## src/hdl/ahs_pkg.sv

```systemverilog
// Shared constants, register layouts and types for the home search block.
// Assumes a single 100 MHz clock and the documented register port.
//
// What this block does
// - Step 1 runs fast until detect, then stops after DECEL_CNT more fast pulses
// - Step 2 escapes active detect, then searches slowly
// - Step 1 overshoot reverses once, then Step 2
// - Overshoot reversal only with matching signal and direction
// - Detect active at start skips Step 1
// - Limit in Step 1 starts reverse-away Step 2
// - Step 4 emits offset pulses; disabled steps skipped, but Step 2 runs after a Step 1 limit or a detect at start
// - Mode word 1 decodes Step 1 fields D3..D0
// - Mode word 1 decodes Step 2 fields D9..D4
// - Mode word 1 decodes Step 3 fields, D15 Step 4
// - Mode word 2 clears counters at search end after Step 2, 3 or 4
// - Mode word 2 sets timer and clear pulse shape
// - Filter delay code and per-input filter enables
// - Detect level from level bit, limits gated by enable
// - Error bit stays set when search fails
package ahs_pkg;

    // Clock and timing
    localparam int CLK_HZ = 100_000_000;
    localparam int HIGH_PPS = 20_000;
    localparam int LOW_PPS = 500;
    localparam int HIGH_PER_CYC = CLK_HZ / HIGH_PPS;
    localparam int LOW_PER_CYC = CLK_HZ / LOW_PPS;
    localparam int FILT_UNIT_NS = 1000;
    localparam int FILT_UNIT_CYC = FILT_UNIT_NS / (1_000_000_000 / CLK_HZ);
    localparam int WAIT_UNIT_US = 1000;
    localparam int WAIT_UNIT_CYC = WAIT_UNIT_US * (CLK_HZ / 1_000_000);
    localparam int DCC_UNIT_US = 10;
    localparam int DCC_UNIT_CYC = DCC_UNIT_US * (CLK_HZ / 1_000_000);
    localparam int DECEL_PULSES = 16;

    // Register port addresses
    localparam logic [2:0] ADDR_CMD = 3'h0;
    localparam logic [2:0] ADDR_LEVEL = 3'h2;
    localparam logic [2:0] ADDR_DATA = 3'h6;

    // Command codes (low byte), axis mask sits in bits 11..8
    localparam logic [7:0] CMD_AXIS_SEL = 8'h1F;
    localparam logic [7:0] CMD_FILTER = 8'h25;
    localparam logic [7:0] CMD_MODE1 = 8'h23;
    localparam logic [7:0] CMD_MODE2 = 8'h24;
    localparam logic [7:0] CMD_OFFSET = 8'h06;
    localparam logic [7:0] CMD_START = 8'h5A;
    localparam int AXIS_FIELD_LSB = 8;

    // Level register bit positions
    localparam int LVL_STOP0_BIT = 0;
    localparam int LVL_STOP1_BIT = 2;
    localparam int LVL_STOP2_BIT = 4;
    localparam int LIMIT_EN_BIT = 11;

    // Reset values
    localparam logic [15:0] REG_RESET = 16'h0000;

    // Filtered input indices
    localparam int IN_LMTP = 0;
    localparam int IN_LMTM = 1;
    localparam int IN_STOP1 = 2;
    localparam int IN_STOP0 = 3;
    localparam int IN_STOP2 = 4;
    localparam int NUM_IN = 5;

    // Step 1 detection signal codes
    localparam logic [1:0] DET1_STOP0 = 2'h0;
    localparam logic [1:0] DET1_STOP1 = 2'h1;
    localparam logic [1:0] DET1_LIMIT = 2'h2;
    localparam logic [1:0] DET1_STOP2 = 2'h3;

    // Mode word 1, D15 down to D0
    typedef struct packed {
        logic s4_en;
        logic s3_lp_clr;
        logic s3_rp_clr;
        logic s3_dcc;
        logic s3_dir;
        logic s3_en;
        logic s2_lp_clr;
        logic s2_rp_clr;
        logic s2_dcc;
        logic s2_det;
        logic s2_dir;
        logic s2_en;
        logic [1:0] s1_det;
        logic s1_dir;
        logic s1_en;
    } ahs_mode1_s;

    // Mode word 2, D15 down to D0
    typedef struct packed {
        logic [4:0] rsv_hi;
        logic [2:0] timer_code;
        logic timer_en;
        logic [2:0] dcc_width;
        logic dcc_pol;
        logic end_lp_clr;
        logic end_rp_clr;
        logic rsv_lo;
    } ahs_mode2_s;

    // Filter setting, D15 down to D0
    typedef struct packed {
        logic [3:0] rsv_hi;
        logic [3:0] delay_code;
        logic [2:0] rsv_mid;
        logic [4:0] en;
    } ahs_filter_s;

    // Sequencer states
    typedef enum logic [3:0] {
        ST_IDLE, ST_S1, ST_S1_DECEL, ST_S1_BACK, ST_S2_LIM,
        ST_S2_ESC, ST_S2_SRCH, ST_S3, ST_S4, ST_WAIT
    } ahs_state_e;

endpackage : ahs_pkg

```

## src/hdl/ahs_input_filter.sv

```systemverilog
// Input synchroniser and stability filter for the sensor inputs.
// Assumes raw inputs are asynchronous; output changes only after the
// input has held a new level for the selected delay.
`timescale 1ns/1ns
module ahs_input_filter #(
    parameter int NUM = 5,
    parameter int UNIT_CYC = 100
) (
    input wire logic clk_i,
    input wire logic rst_n_i,
    input wire logic [NUM-1:0] raw_i,
    input wire logic [NUM-1:0] en_i,
    input wire logic [3:0] code_i,
    output logic [NUM-1:0] filt_o
);

    // Delay in cycles, code 0 means no delay
    logic [31:0] delay_cyc;
    always_comb
    begin
        if (code_i == 4'h0)
            delay_cyc = 32'h0000_0000;
        else
            delay_cyc = 32'(UNIT_CYC) << (code_i - 4'h1);
    end

    // One synchroniser and filter per input
    genvar g;
    generate
        for (g = 0; g < NUM; g++)
        begin : g_in
            logic sync1_reg; // First stage, read only by second
            logic sync2_reg;
            logic out_reg;
            logic [31:0] cnt_reg;

            // Two-stage synchroniser
            always_ff @(posedge clk_i)
            begin
                if (!rst_n_i)
                begin
                    sync1_reg <= 1'b0;
                    sync2_reg <= 1'b0;
                end
                else
                begin
                    sync1_reg <= raw_i[g];
                    sync2_reg <= sync1_reg;
                end
            end

            // Stability counter
            always_ff @(posedge clk_i)
            begin
                if (!rst_n_i)
                begin
                    out_reg <= 1'b0;
                    cnt_reg <= 32'h0000_0000;
                end
                else if (!en_i[g] || delay_cyc == 32'h0000_0000)
                begin
                    // Filter bypassed
                    out_reg <= sync2_reg;
                    cnt_reg <= 32'h0000_0000;
                end
                else if (sync2_reg == out_reg)
                    cnt_reg <= 32'h0000_0000;
                else if (cnt_reg >= delay_cyc - 32'h0000_0001)
                begin
                    // New level held long enough
                    out_reg <= sync2_reg;
                    cnt_reg <= 32'h0000_0000;
                end
                else
                    cnt_reg <= cnt_reg + 32'h0000_0001;
            end

            assign filt_o[g] = out_reg;
        end
    endgenerate

endmodule : ahs_input_filter

```

## src/hdl/ahs_home_search.sv

```systemverilog
// Automatic home search sequencer for one axis.
// Assumes host writes arrive as single-cycle strobes on the REF_CLK_I
// domain; sensors and limits are asynchronous pins.
`timescale 1ns/1ns
module ahs_home_search #(
    parameter int AXIS_BIT = 0,
    parameter int HIGH_PER = ahs_pkg::HIGH_PER_CYC,
    parameter int LOW_PER = ahs_pkg::LOW_PER_CYC,
    parameter int WAIT_UNIT = ahs_pkg::WAIT_UNIT_CYC,
    parameter int DCC_UNIT = ahs_pkg::DCC_UNIT_CYC,
    parameter int DECEL_CNT = ahs_pkg::DECEL_PULSES
) (
    input wire logic REF_CLK_I,
    input wire logic RST_N_I,
    input wire logic REG_WR_I,
    input wire logic [2:0] REG_ADDR_I,
    input wire logic [15:0] REG_WDATA_I,
    input wire logic AUX_DETECT_I,
    input wire logic HOME_DETECT_I,
    input wire logic ENCODER_INDEX_I,
    input wire logic LIMIT_PLUS_I,
    input wire logic LIMIT_MINUS_I,
    output logic PULSE_O,
    output logic DIR_O,
    output logic BUSY_O,
    output logic ERROR_O,
    output logic LP_CLEAR_O,
    output logic RP_CLEAR_O,
    output logic DEVIATION_CLEAR_O
);
    import ahs_pkg::*;

    logic axis_sel_reg; // Axis chosen by select command
    logic [15:0] input_level_write_reg; // Levels and limit enable
    logic [15:0] param_data_write_reg; // Data staged for commands
    ahs_filter_s filter_reg;
    ahs_mode1_s home_search_step_config;
    ahs_mode2_s home_search_timer_clear_config;
    logic [15:0] offset_reg; // Signed offset pulse count
    ahs_state_e state_reg;
    logic [2:0] pend_reg; // Step to enter after wait
    logic [31:0] timer_reg;
    logic [31:0] div_reg;
    logic [15:0] cnt_reg; // Offset or decel pulses left
    logic prev_idx_reg; // Index level last cycle
    logic [31:0] dcc_cnt_reg;
    logic [NUM_IN-1:0] filt;

    // Command decode
    logic cmd_wr;
    logic axis_hit;
    logic [7:0] cmd_code;
    assign cmd_wr = REG_WR_I && (REG_ADDR_I == ADDR_CMD);
    assign axis_hit = REG_WDATA_I[AXIS_FIELD_LSB + AXIS_BIT];
    assign cmd_code = REG_WDATA_I[7:0];

    // Host register writes
    always_ff @(posedge REF_CLK_I)
    begin
        if (!RST_N_I)
        begin
            axis_sel_reg <= 1'b0;
            input_level_write_reg <= REG_RESET;
            param_data_write_reg <= REG_RESET;
            filter_reg <= REG_RESET;
            home_search_step_config <= REG_RESET;
            home_search_timer_clear_config <= REG_RESET;
            offset_reg <= REG_RESET;
        end
        else if (REG_WR_I)
        begin
            if (REG_ADDR_I == ADDR_DATA)
                param_data_write_reg <= REG_WDATA_I;
            else if (REG_ADDR_I == ADDR_LEVEL && axis_sel_reg)
                input_level_write_reg <= REG_WDATA_I;
            else if (cmd_wr && cmd_code == CMD_AXIS_SEL)
                axis_sel_reg <= axis_hit;
            else if (cmd_wr && axis_hit)
            begin
                // Load staged data by command code
                unique case (cmd_code)
                    CMD_FILTER: filter_reg <= param_data_write_reg;
                    CMD_MODE1: home_search_step_config <= param_data_write_reg;
                    CMD_MODE2:
                        home_search_timer_clear_config <= param_data_write_reg;
                    CMD_OFFSET: offset_reg <= param_data_write_reg;
                    default: ;
                endcase
            end
        end
    end

    // Synchronise and filter sensors
    ahs_input_filter #(.NUM(NUM_IN), .UNIT_CYC(FILT_UNIT_CYC)) u_filter (
        .clk_i(REF_CLK_I),
        .rst_n_i(RST_N_I),
        .raw_i({ENCODER_INDEX_I, AUX_DETECT_I, HOME_DETECT_I,
                LIMIT_MINUS_I, LIMIT_PLUS_I}),
        .en_i(filter_reg.en),
        .code_i(filter_reg.delay_code),
        .filt_o(filt)
    );

    // Active levels, level bit 1 means high active, limits gated by the enable bit
    ahs_mode1_s m1;
    ahs_mode2_s m2;
    logic stop0_act, stop1_act, stop2_act, lim_p, lim_m;
    assign m1 = home_search_step_config;
    assign m2 = home_search_timer_clear_config;
    assign stop0_act = filt[IN_STOP0]
        ~^ input_level_write_reg[LVL_STOP0_BIT];
    assign stop1_act = filt[IN_STOP1]
        ~^ input_level_write_reg[LVL_STOP1_BIT];
    assign stop2_act = filt[IN_STOP2]
        ~^ input_level_write_reg[LVL_STOP2_BIT];
    assign lim_p = filt[IN_LMTP] & input_level_write_reg[LIMIT_EN_BIT];
    assign lim_m = filt[IN_LMTM] & input_level_write_reg[LIMIT_EN_BIT];

    // Detection signal selection, direction 1 is minus
    logic det1, det2;
    always_comb
    begin
        unique case (m1.s1_det)
            DET1_STOP0: det1 = stop0_act;
            DET1_STOP1: det1 = stop1_act;
            DET1_LIMIT: det1 = m1.s1_dir ? lim_m : lim_p;
            DET1_STOP2: det1 = stop2_act;
        endcase
        det2 = m1.s2_det ? (m1.s2_dir ? lim_m : lim_p) : stop1_act;
    end

    // Motion per state
    logic moving, fast, mv_dir, lim_fwd;
    always_comb
    begin
        moving = 1'b1;
        fast = 1'b0;
        mv_dir = 1'b0;
        unique case (state_reg)
            ST_S1, ST_S1_DECEL:
            begin
                fast = 1'b1;
                mv_dir = m1.s1_dir;
            end
            ST_S1_BACK, ST_S2_ESC: mv_dir = ~m1.s2_dir;
            ST_S2_LIM: mv_dir = ~m1.s1_dir;
            ST_S2_SRCH: mv_dir = m1.s2_dir;
            ST_S3: mv_dir = m1.s3_dir;
            ST_S4:
            begin
                fast = 1'b1;
                mv_dir = offset_reg[15];
            end
            default: moving = 1'b0;
        endcase
        lim_fwd = mv_dir ? lim_m : lim_p;
    end

    // Pulse rate divider
    logic tick;
    logic [31:0] per;
    assign per = fast ? 32'(HIGH_PER) : 32'(LOW_PER);
    assign tick = moving && (div_reg >= per - 32'h0000_0001);
    always_ff @(posedge REF_CLK_I)
    begin
        if (!RST_N_I || !moving || tick)
            div_reg <= 32'h0000_0000;
        else
            div_reg <= div_reg + 32'h0000_0001;
    end

    // First enabled step after step k, zero when none
    function automatic logic [2:0] next_step(input logic [2:0] k,
                                             input ahs_mode1_s m);
        logic [3:0] en;
        logic [2:0] res;
        en = {m.s4_en, m.s3_en, m.s2_en, m.s1_en};
        res = 3'h0;
        for (int j = 4; j >= 1; j--)
            if (3'(j) > k && en[j-1])
                res = 3'(j);
        return res;
    endfunction : next_step

    // Sequencing decisions
    logic fin; // Step k completed or search started
    logic [2:0] fin_step;
    logic go; // Enter step tgt now
    logic [2:0] tgt;
    logic abort;
    logic overshoot_ok;
    assign overshoot_ok = m1.s2_en && (m1.s1_dir == m1.s2_dir) &&
        (m1.s2_det ? (m1.s1_det == DET1_LIMIT)
                   : (m1.s1_det == DET1_STOP1));
    always_comb
    begin
        fin = 1'b0;
        fin_step = 3'h0;
        abort = 1'b0;
        unique case (state_reg)
            ST_IDLE: fin = cmd_wr && axis_hit && cmd_code == CMD_START;
            ST_S2_SRCH:
            begin
                fin = det2;
                fin_step = 3'h2;
                abort = !det2 && lim_fwd;
            end
            ST_S3:
            begin
                fin = stop2_act && !prev_idx_reg;
                fin_step = 3'h3;
                abort = !fin && lim_fwd;
            end
            ST_S4:
            begin
                fin = (cnt_reg == 16'h0000);
                fin_step = 3'h4;
                abort = !fin && lim_fwd;
            end
            ST_S1_BACK, ST_S2_LIM, ST_S2_ESC: abort = lim_fwd;
            default: ;
        endcase
        tgt = next_step(fin_step, m1);
        go = fin && !(m2.timer_en && fin_step != 3'h0 && tgt != 3'h0);
        if (state_reg == ST_WAIT && timer_reg == 32'h0000_0000)
        begin
            go = 1'b1;
            tgt = pend_reg;
        end
    end

    // Main sequencer
    always_ff @(posedge REF_CLK_I)
    begin
        if (!RST_N_I)
        begin
            state_reg <= ST_IDLE;
            pend_reg <= 3'h0;
            timer_reg <= 32'h0000_0000;
            cnt_reg <= 16'h0000;
            ERROR_O <= 1'b0;
        end
        else if (abort)
        begin
            state_reg <= ST_IDLE;
            ERROR_O <= 1'b1;
        end
        else if (go)
        begin
            if (fin && fin_step == 3'h0)
                ERROR_O <= 1'b0;
            unique case (tgt)
                3'h1: state_reg <= det1 ? ST_S2_ESC : ST_S1;
                3'h2: state_reg <= det2 ? ST_S2_ESC : ST_S2_SRCH;
                3'h3:
                begin
                    state_reg <= stop2_act ? ST_IDLE : ST_S3;
                    if (stop2_act)
                        ERROR_O <= 1'b1;
                end
                3'h4:
                begin
                    state_reg <= ST_S4;
                    // Magnitude of signed offset
                    cnt_reg <= offset_reg[15] ? 16'(-offset_reg)
                                              : offset_reg;
                end
                default: state_reg <= ST_IDLE;
            endcase
        end
        else if (fin)
        begin
            // Inter-step wait
            state_reg <= ST_WAIT;
            pend_reg <= tgt;
            timer_reg <= 32'(WAIT_UNIT * (int'(m2.timer_code) + 1));
        end
        else
        begin
            unique case (state_reg)
                ST_S1:
                    if (det1)
                    begin
                        state_reg <= ST_S1_DECEL;
                        cnt_reg <= 16'(DECEL_CNT);
                    end
                    else if (lim_fwd)
                        state_reg <= ST_S2_LIM;
                ST_S1_DECEL:
                    if (cnt_reg == 16'h0000 || lim_fwd)
                    begin
                        // Stopped; overshot past the active section?
                        if (!det2 && overshoot_ok)
                            state_reg <= ST_S1_BACK;
                        else if (m1.s2_en)
                            state_reg <= det2 ? ST_S2_ESC : ST_S2_SRCH;
                        else
                        begin
                            state_reg <= ST_WAIT;
                            pend_reg <= next_step(3'h1, m1);
                            timer_reg <= m2.timer_en ?
                                32'(WAIT_UNIT * (int'(m2.timer_code) + 1))
                                : 32'h0000_0000;
                        end
                    end
                    else if (tick)
                        cnt_reg <= cnt_reg - 16'h0001;
                ST_S1_BACK, ST_S2_LIM:
                    if (det2)
                        state_reg <= ST_S2_ESC;
                ST_S2_ESC:
                    if (!det2)
                        state_reg <= ST_S2_SRCH;
                ST_S4:
                    if (tick)
                        cnt_reg <= cnt_reg - 16'h0001;
                ST_WAIT: timer_reg <= timer_reg - 32'h0000_0001;
                default: ;
            endcase
        end
    end

    // Index edge history and pulse outputs
    always_ff @(posedge REF_CLK_I)
    begin
        if (!RST_N_I)
        begin
            prev_idx_reg <= 1'b0;
            PULSE_O <= 1'b0;
            DIR_O <= 1'b0;
        end
        else
        begin
            prev_idx_reg <= stop2_act;
            PULSE_O <= tick;
            // Direction held while stopped, so it never moves when idle
            if (moving)
                DIR_O <= mv_dir;
        end
    end

    // Counter clears and deviation clear pulse
    logic done2, done3, last;
    assign done2 = fin && fin_step == 3'h2;
    assign done3 = fin && fin_step == 3'h3;
    assign last = fin && fin_step != 3'h0 && tgt == 3'h0 && go;
    always_ff @(posedge REF_CLK_I)
    begin
        if (!RST_N_I)
        begin
            LP_CLEAR_O <= 1'b0;
            RP_CLEAR_O <= 1'b0;
            dcc_cnt_reg <= 32'h0000_0000;
        end
        else
        begin
            LP_CLEAR_O <= (done2 && m1.s2_lp_clr) || (done3 && m1.s3_lp_clr)
                || (last && m2.end_lp_clr);
            RP_CLEAR_O <= (done2 && m1.s2_rp_clr) || (done3 && m1.s3_rp_clr)
                || (last && m2.end_rp_clr);
            if ((done2 && m1.s2_dcc) || (done3 && m1.s3_dcc))
                dcc_cnt_reg <=
                    32'(DCC_UNIT * (int'(m2.dcc_width) + 1));
            else if (dcc_cnt_reg != 32'h0000_0000)
                dcc_cnt_reg <= dcc_cnt_reg - 32'h0000_0001;
        end
    end

    // Polarity applied to the clear pulse level
    always_ff @(posedge REF_CLK_I)
    begin
        if (!RST_N_I)
            DEVIATION_CLEAR_O <= 1'b0;
        else
            DEVIATION_CLEAR_O <= (dcc_cnt_reg != 32'h0000_0000)
                ~^ m2.dcc_pol;
    end

    // Busy while sequencer is active
    assign BUSY_O = (state_reg != ST_IDLE);

endmodule : ahs_home_search

```

## config.mk

```make
export PLATFORM = sky130hd
export DESIGN_NAME = ahs_home_search
export DESIGN_NICKNAME = d
export VERILOG_FILES = /design/src/hdl/ahs_pkg.sv /design/src/hdl/ahs_input_filter.sv /design/src/hdl/ahs_home_search.sv
export SDC_FILE = /design/constraint.sdc
export NUM_CORES = 1
export LEC_CHECK = 0
export ABC_AREA = 1
export BUFFER_PORTS_ARGS = -buffer_cell sky130_fd_sc_hd__buf_2
export CELL_PAD_IN_SITES_DETAIL_PLACEMENT = 0
export CELL_PAD_IN_SITES_GLOBAL_PLACEMENT = 1
export CORE_MARGIN = 4
export CORE_UTILIZATION = 45
export CTS_BUF_LIST = sky130_fd_sc_hd__clkbuf_16
export CTS_CLUSTER_SIZE = 10
export DETAILED_ROUTE_END_ITERATION = 8
export GPL_TIMING_DRIVEN = 0
export PLACE_DENSITY = 0.87
export SYNTH_ARGS = -nofsm -noshare
export SYNTH_HDL_FRONTEND = slang
export SYNTH_SLANG_ARGS = --single-unit
```

## constraint.sdc

```tcl
create_clock -name REF_CLK_I -period 5.6 [get_ports REF_CLK_I]
set_input_delay 1.12 -clock REF_CLK_I [delete_from_list [all_inputs] [get_ports REF_CLK_I]]
set_output_delay 1.12 -clock REF_CLK_I [all_outputs]
set_load 0.01 [all_outputs]
```

==> reports/results.ini <==
[worst_setup_path]
cp.required_ns = 6.11
endpoint_kind = flip-flop
path_max_fanout = 10
arrival_ns = 5.64
cp-start-kind = flip-flop
path_class = flip-flop to flip-flop

[final_layout]
syn_to_final_growth_pct = 10.41
fin_util_pct = 50.59
regArea_mm2 = 0.007467
final_nets = 3519
antenna_cells = 0
multi_input_area_mm2 = 0.01426
largest_reg_flops = 160
instances_no_fill = 3984
drive_gt1_share_pct = 8.808
fillers = 5108

[die]
initial_core_util_pct = 45.82
fp.dieH_um = 237.5
io_pins = 34
die-area_mm2 = 0.05640
core_mm2 = 0.05172
rows = 83
die_x_um = 237.5

[synth]
synth_edf_count = 0
synth_common_cells = nand2_1 (454), nor2_1 (418), inv_1 (416), dfxtp_1 (373), a21oi_1 (217)
netlist_area_mm2 = 0.02370
synth_async_sr_flop_share_pct = 0
synth_top_area_share_pct = 31.51
yosysWarnings = 0
syn_area_per_cell_um2 = 7.445
synthTopCellsByArea = dfxtp_1 (32%), ha_1 (11%), nand2_1 (7.2%), nor2_1 (6.6%), inv_1 (6.6%)
yosysMostFrequentCell = nand2_1
synth.distinct_cells = 65
syn_inst = 3183
ys.flop_type = dfxtp_1
yosysSeqAreaShare_pct = 31.51
synth.largest_area_cell = dfxtp_1
ys_seq_elements = 373

[grt]
grt_max_degree = 14
gr-total-overflow = 0
grt_usage_pct = 21.15
grt_pass1_wl_um = 100500
antenna_found_initial = 0
grt_pass1_vias = 20180

[pwr]
powerDensity_mw_per_mm2 = 317.7
power.leakage_uw = 0.01124
ir_drop_v = 0.0003130
p_total_uw = 8313

[cts]
clkLatencyLatePin_ns = 0.60
clock_sinks = 373
clockRootBuffer = clkbuf_16
clkTransAtPathRegs_ns = 0.06
cts_tree = done
htreeDepth = 2
cts_hold_buf = 0
cts_buffers = 47
cts_buffer_depth = 3

[sta]
rsz0062_at_grt = false
relSlewSlack_pct = 8.791
finalSetupViolations = 0
fmax_ghz = 0.1948
tightest_slew_ns = 1.365
finalCriticalPeriod_ns = 5.134
holdWs_ns = 0.4209
drv_slew = 0
tns_ns = 0
final.setup_skew_ns = 0.04107
timing.final.hold_violations = 0
period_share_pct = 91.69

[run_status]
status = completed

[placement]
buffer_ports.inserted = 33
place_hpwl_um = 46330
gp_congestion = 0.9378
place_inst = 3908

[routing]
initialDrtViolationCount = 1425
wl_um = 60310
drc = 0
wl_per_cell_um = 15.14
dr.pass1.iters = 6
num_vias = 20710
vias_per_cell = 5.199
ant_nets = 0

[min_path]
hold_class = flip-flop to flip-flop

[run]
drv_cap = 0

==> cell usage in the layout, fill, tap and decap left out, types with 13 or more instances in the layout <==
cell       Yosys  layout
nor3_1        95      95
o21ai_0      139     139
o21ai_1       19      19
ha_1         204     204
nor2_4        64      64
inv_2         16      16
nor4_1        29      29
conb_1         1      13
clkbuf_16      0      47
a211oi_1      34      34
buf_4         12      15
a21oi_1      217     217
buf_2          7      40
nand3b_1      14      14
inv_1        416     427
xor2_1       170     170
nor2_1       418     417
clkbuf_1      37      37
dfxtp_1      373     373
xnor2_1       78      78
nand2_1      454     454
nand3_1      143     143
nor2_2        21      22
nand2_2       18      18
nand4_1       50      50
or2_2         15      15
==> critical path, cell delays in order, from the launching register on <==
cell       delay (ns)
dfxtp_1          0.44
inv_1            0.16
ha_1             0.29
inv_1            0.11
nand2_2          0.08
nand3_1          0.20
nand2_1          0.16
o21ai_2          0.22
nand2_2          0.15
a2111oi_0        0.65
nand3_1          0.23
xor2_1           0.54
ha_1             0.36
a21o_1           0.18
nor2_1           0.11
nand2_1          0.07
nand3_1          0.06
nand2_1          0.06
nand2_1          0.06
nand2_1          0.08
nand2_1          0.14
nand4_2          0.26
buf_4            0.30
nor2_1           0.11
==> stage by stage <==
stage / area (um2) / worst slack (ns)
global placement: 24760 / 0.4733
finish: 26160 / 0.4655
detailed placement: 24760 / 0.3406
CTS: 26140 / 0.2862
global route: 26160 / 0.06604
floorplan: 23740 / 1.701
==> layer usage <==
layer / vias up / GRT usage [%] / share of wire (%)
met3: 134 / 3.179 / 4.9
met1: 9511 / 28.28 / 46
met4: 0 / 7.714 / 3.5
met5: - / 0 / 0
li1: 10590 / - / -
met2: 475 / 34.80 / 45
==> power by group <==
part           internal, uW  switching [uW]
clock                  1600            1190
sequential             2860             172
combinational           867            1620
total                  5320            2990
==> cell type report <==
| class | count | area share, % |
|---|---|---|
| Tap cell | 680 | 3.252 |
| Inverter | 434 | 6.226 |
| Clock buffer | 47 | 4.495 |
| Timing Repair Buffer | 36 | 0.7173 |
| Buffer | 64 | 1.497 |
| Sequential cell | 373 | 28.54 |
| Clock inverter | 26 | 0.7795 |
| Multi-Input combinational cell | 2324 | 54.49 |
==> kinds of logic (layout without fill, tap and decap cells) <==
group           after synthesis  in the layout  share of synthesized area [%]
simple gates               1368           1368                          27.95
buf+inv                     498            607                          8.527
compound gates              482            482                          11.35
flops                       373            373                          31.51
xor+xnor                    248            248                          9.166
fa+ha+maj                   212            212                          11.45
other cells                   1             13                        0.01582
mux                           1              1                        0.04224
==> path summary, 6_finish.rpt <==
path | depth (start not counted) | endpoint | slack (ns) | start
min reg2reg | 2 | u_filter.g_in[3].sync2_reg | 0.42 | u_filter.g_in[3].sync1_reg
max | 23 | u_filter.g_in[3].cnt_reg[13] | 0.47 | filter_reg[8]
max reg2reg | 23 | u_filter.g_in[3].cnt_reg[13] | 0.47 | filter_reg[8]
min | 2 | u_filter.g_in[3].sync2_reg | 0.42 | u_filter.g_in[3].sync1_reg
==> timing repair <==
item                                    4_1_cts  5_1_grt
resized for setup                             0        1
setup buffers                                 0        3
endpoints found under the setup margin        0      120
Note: power is estimated with default switching activity, not from simulation.
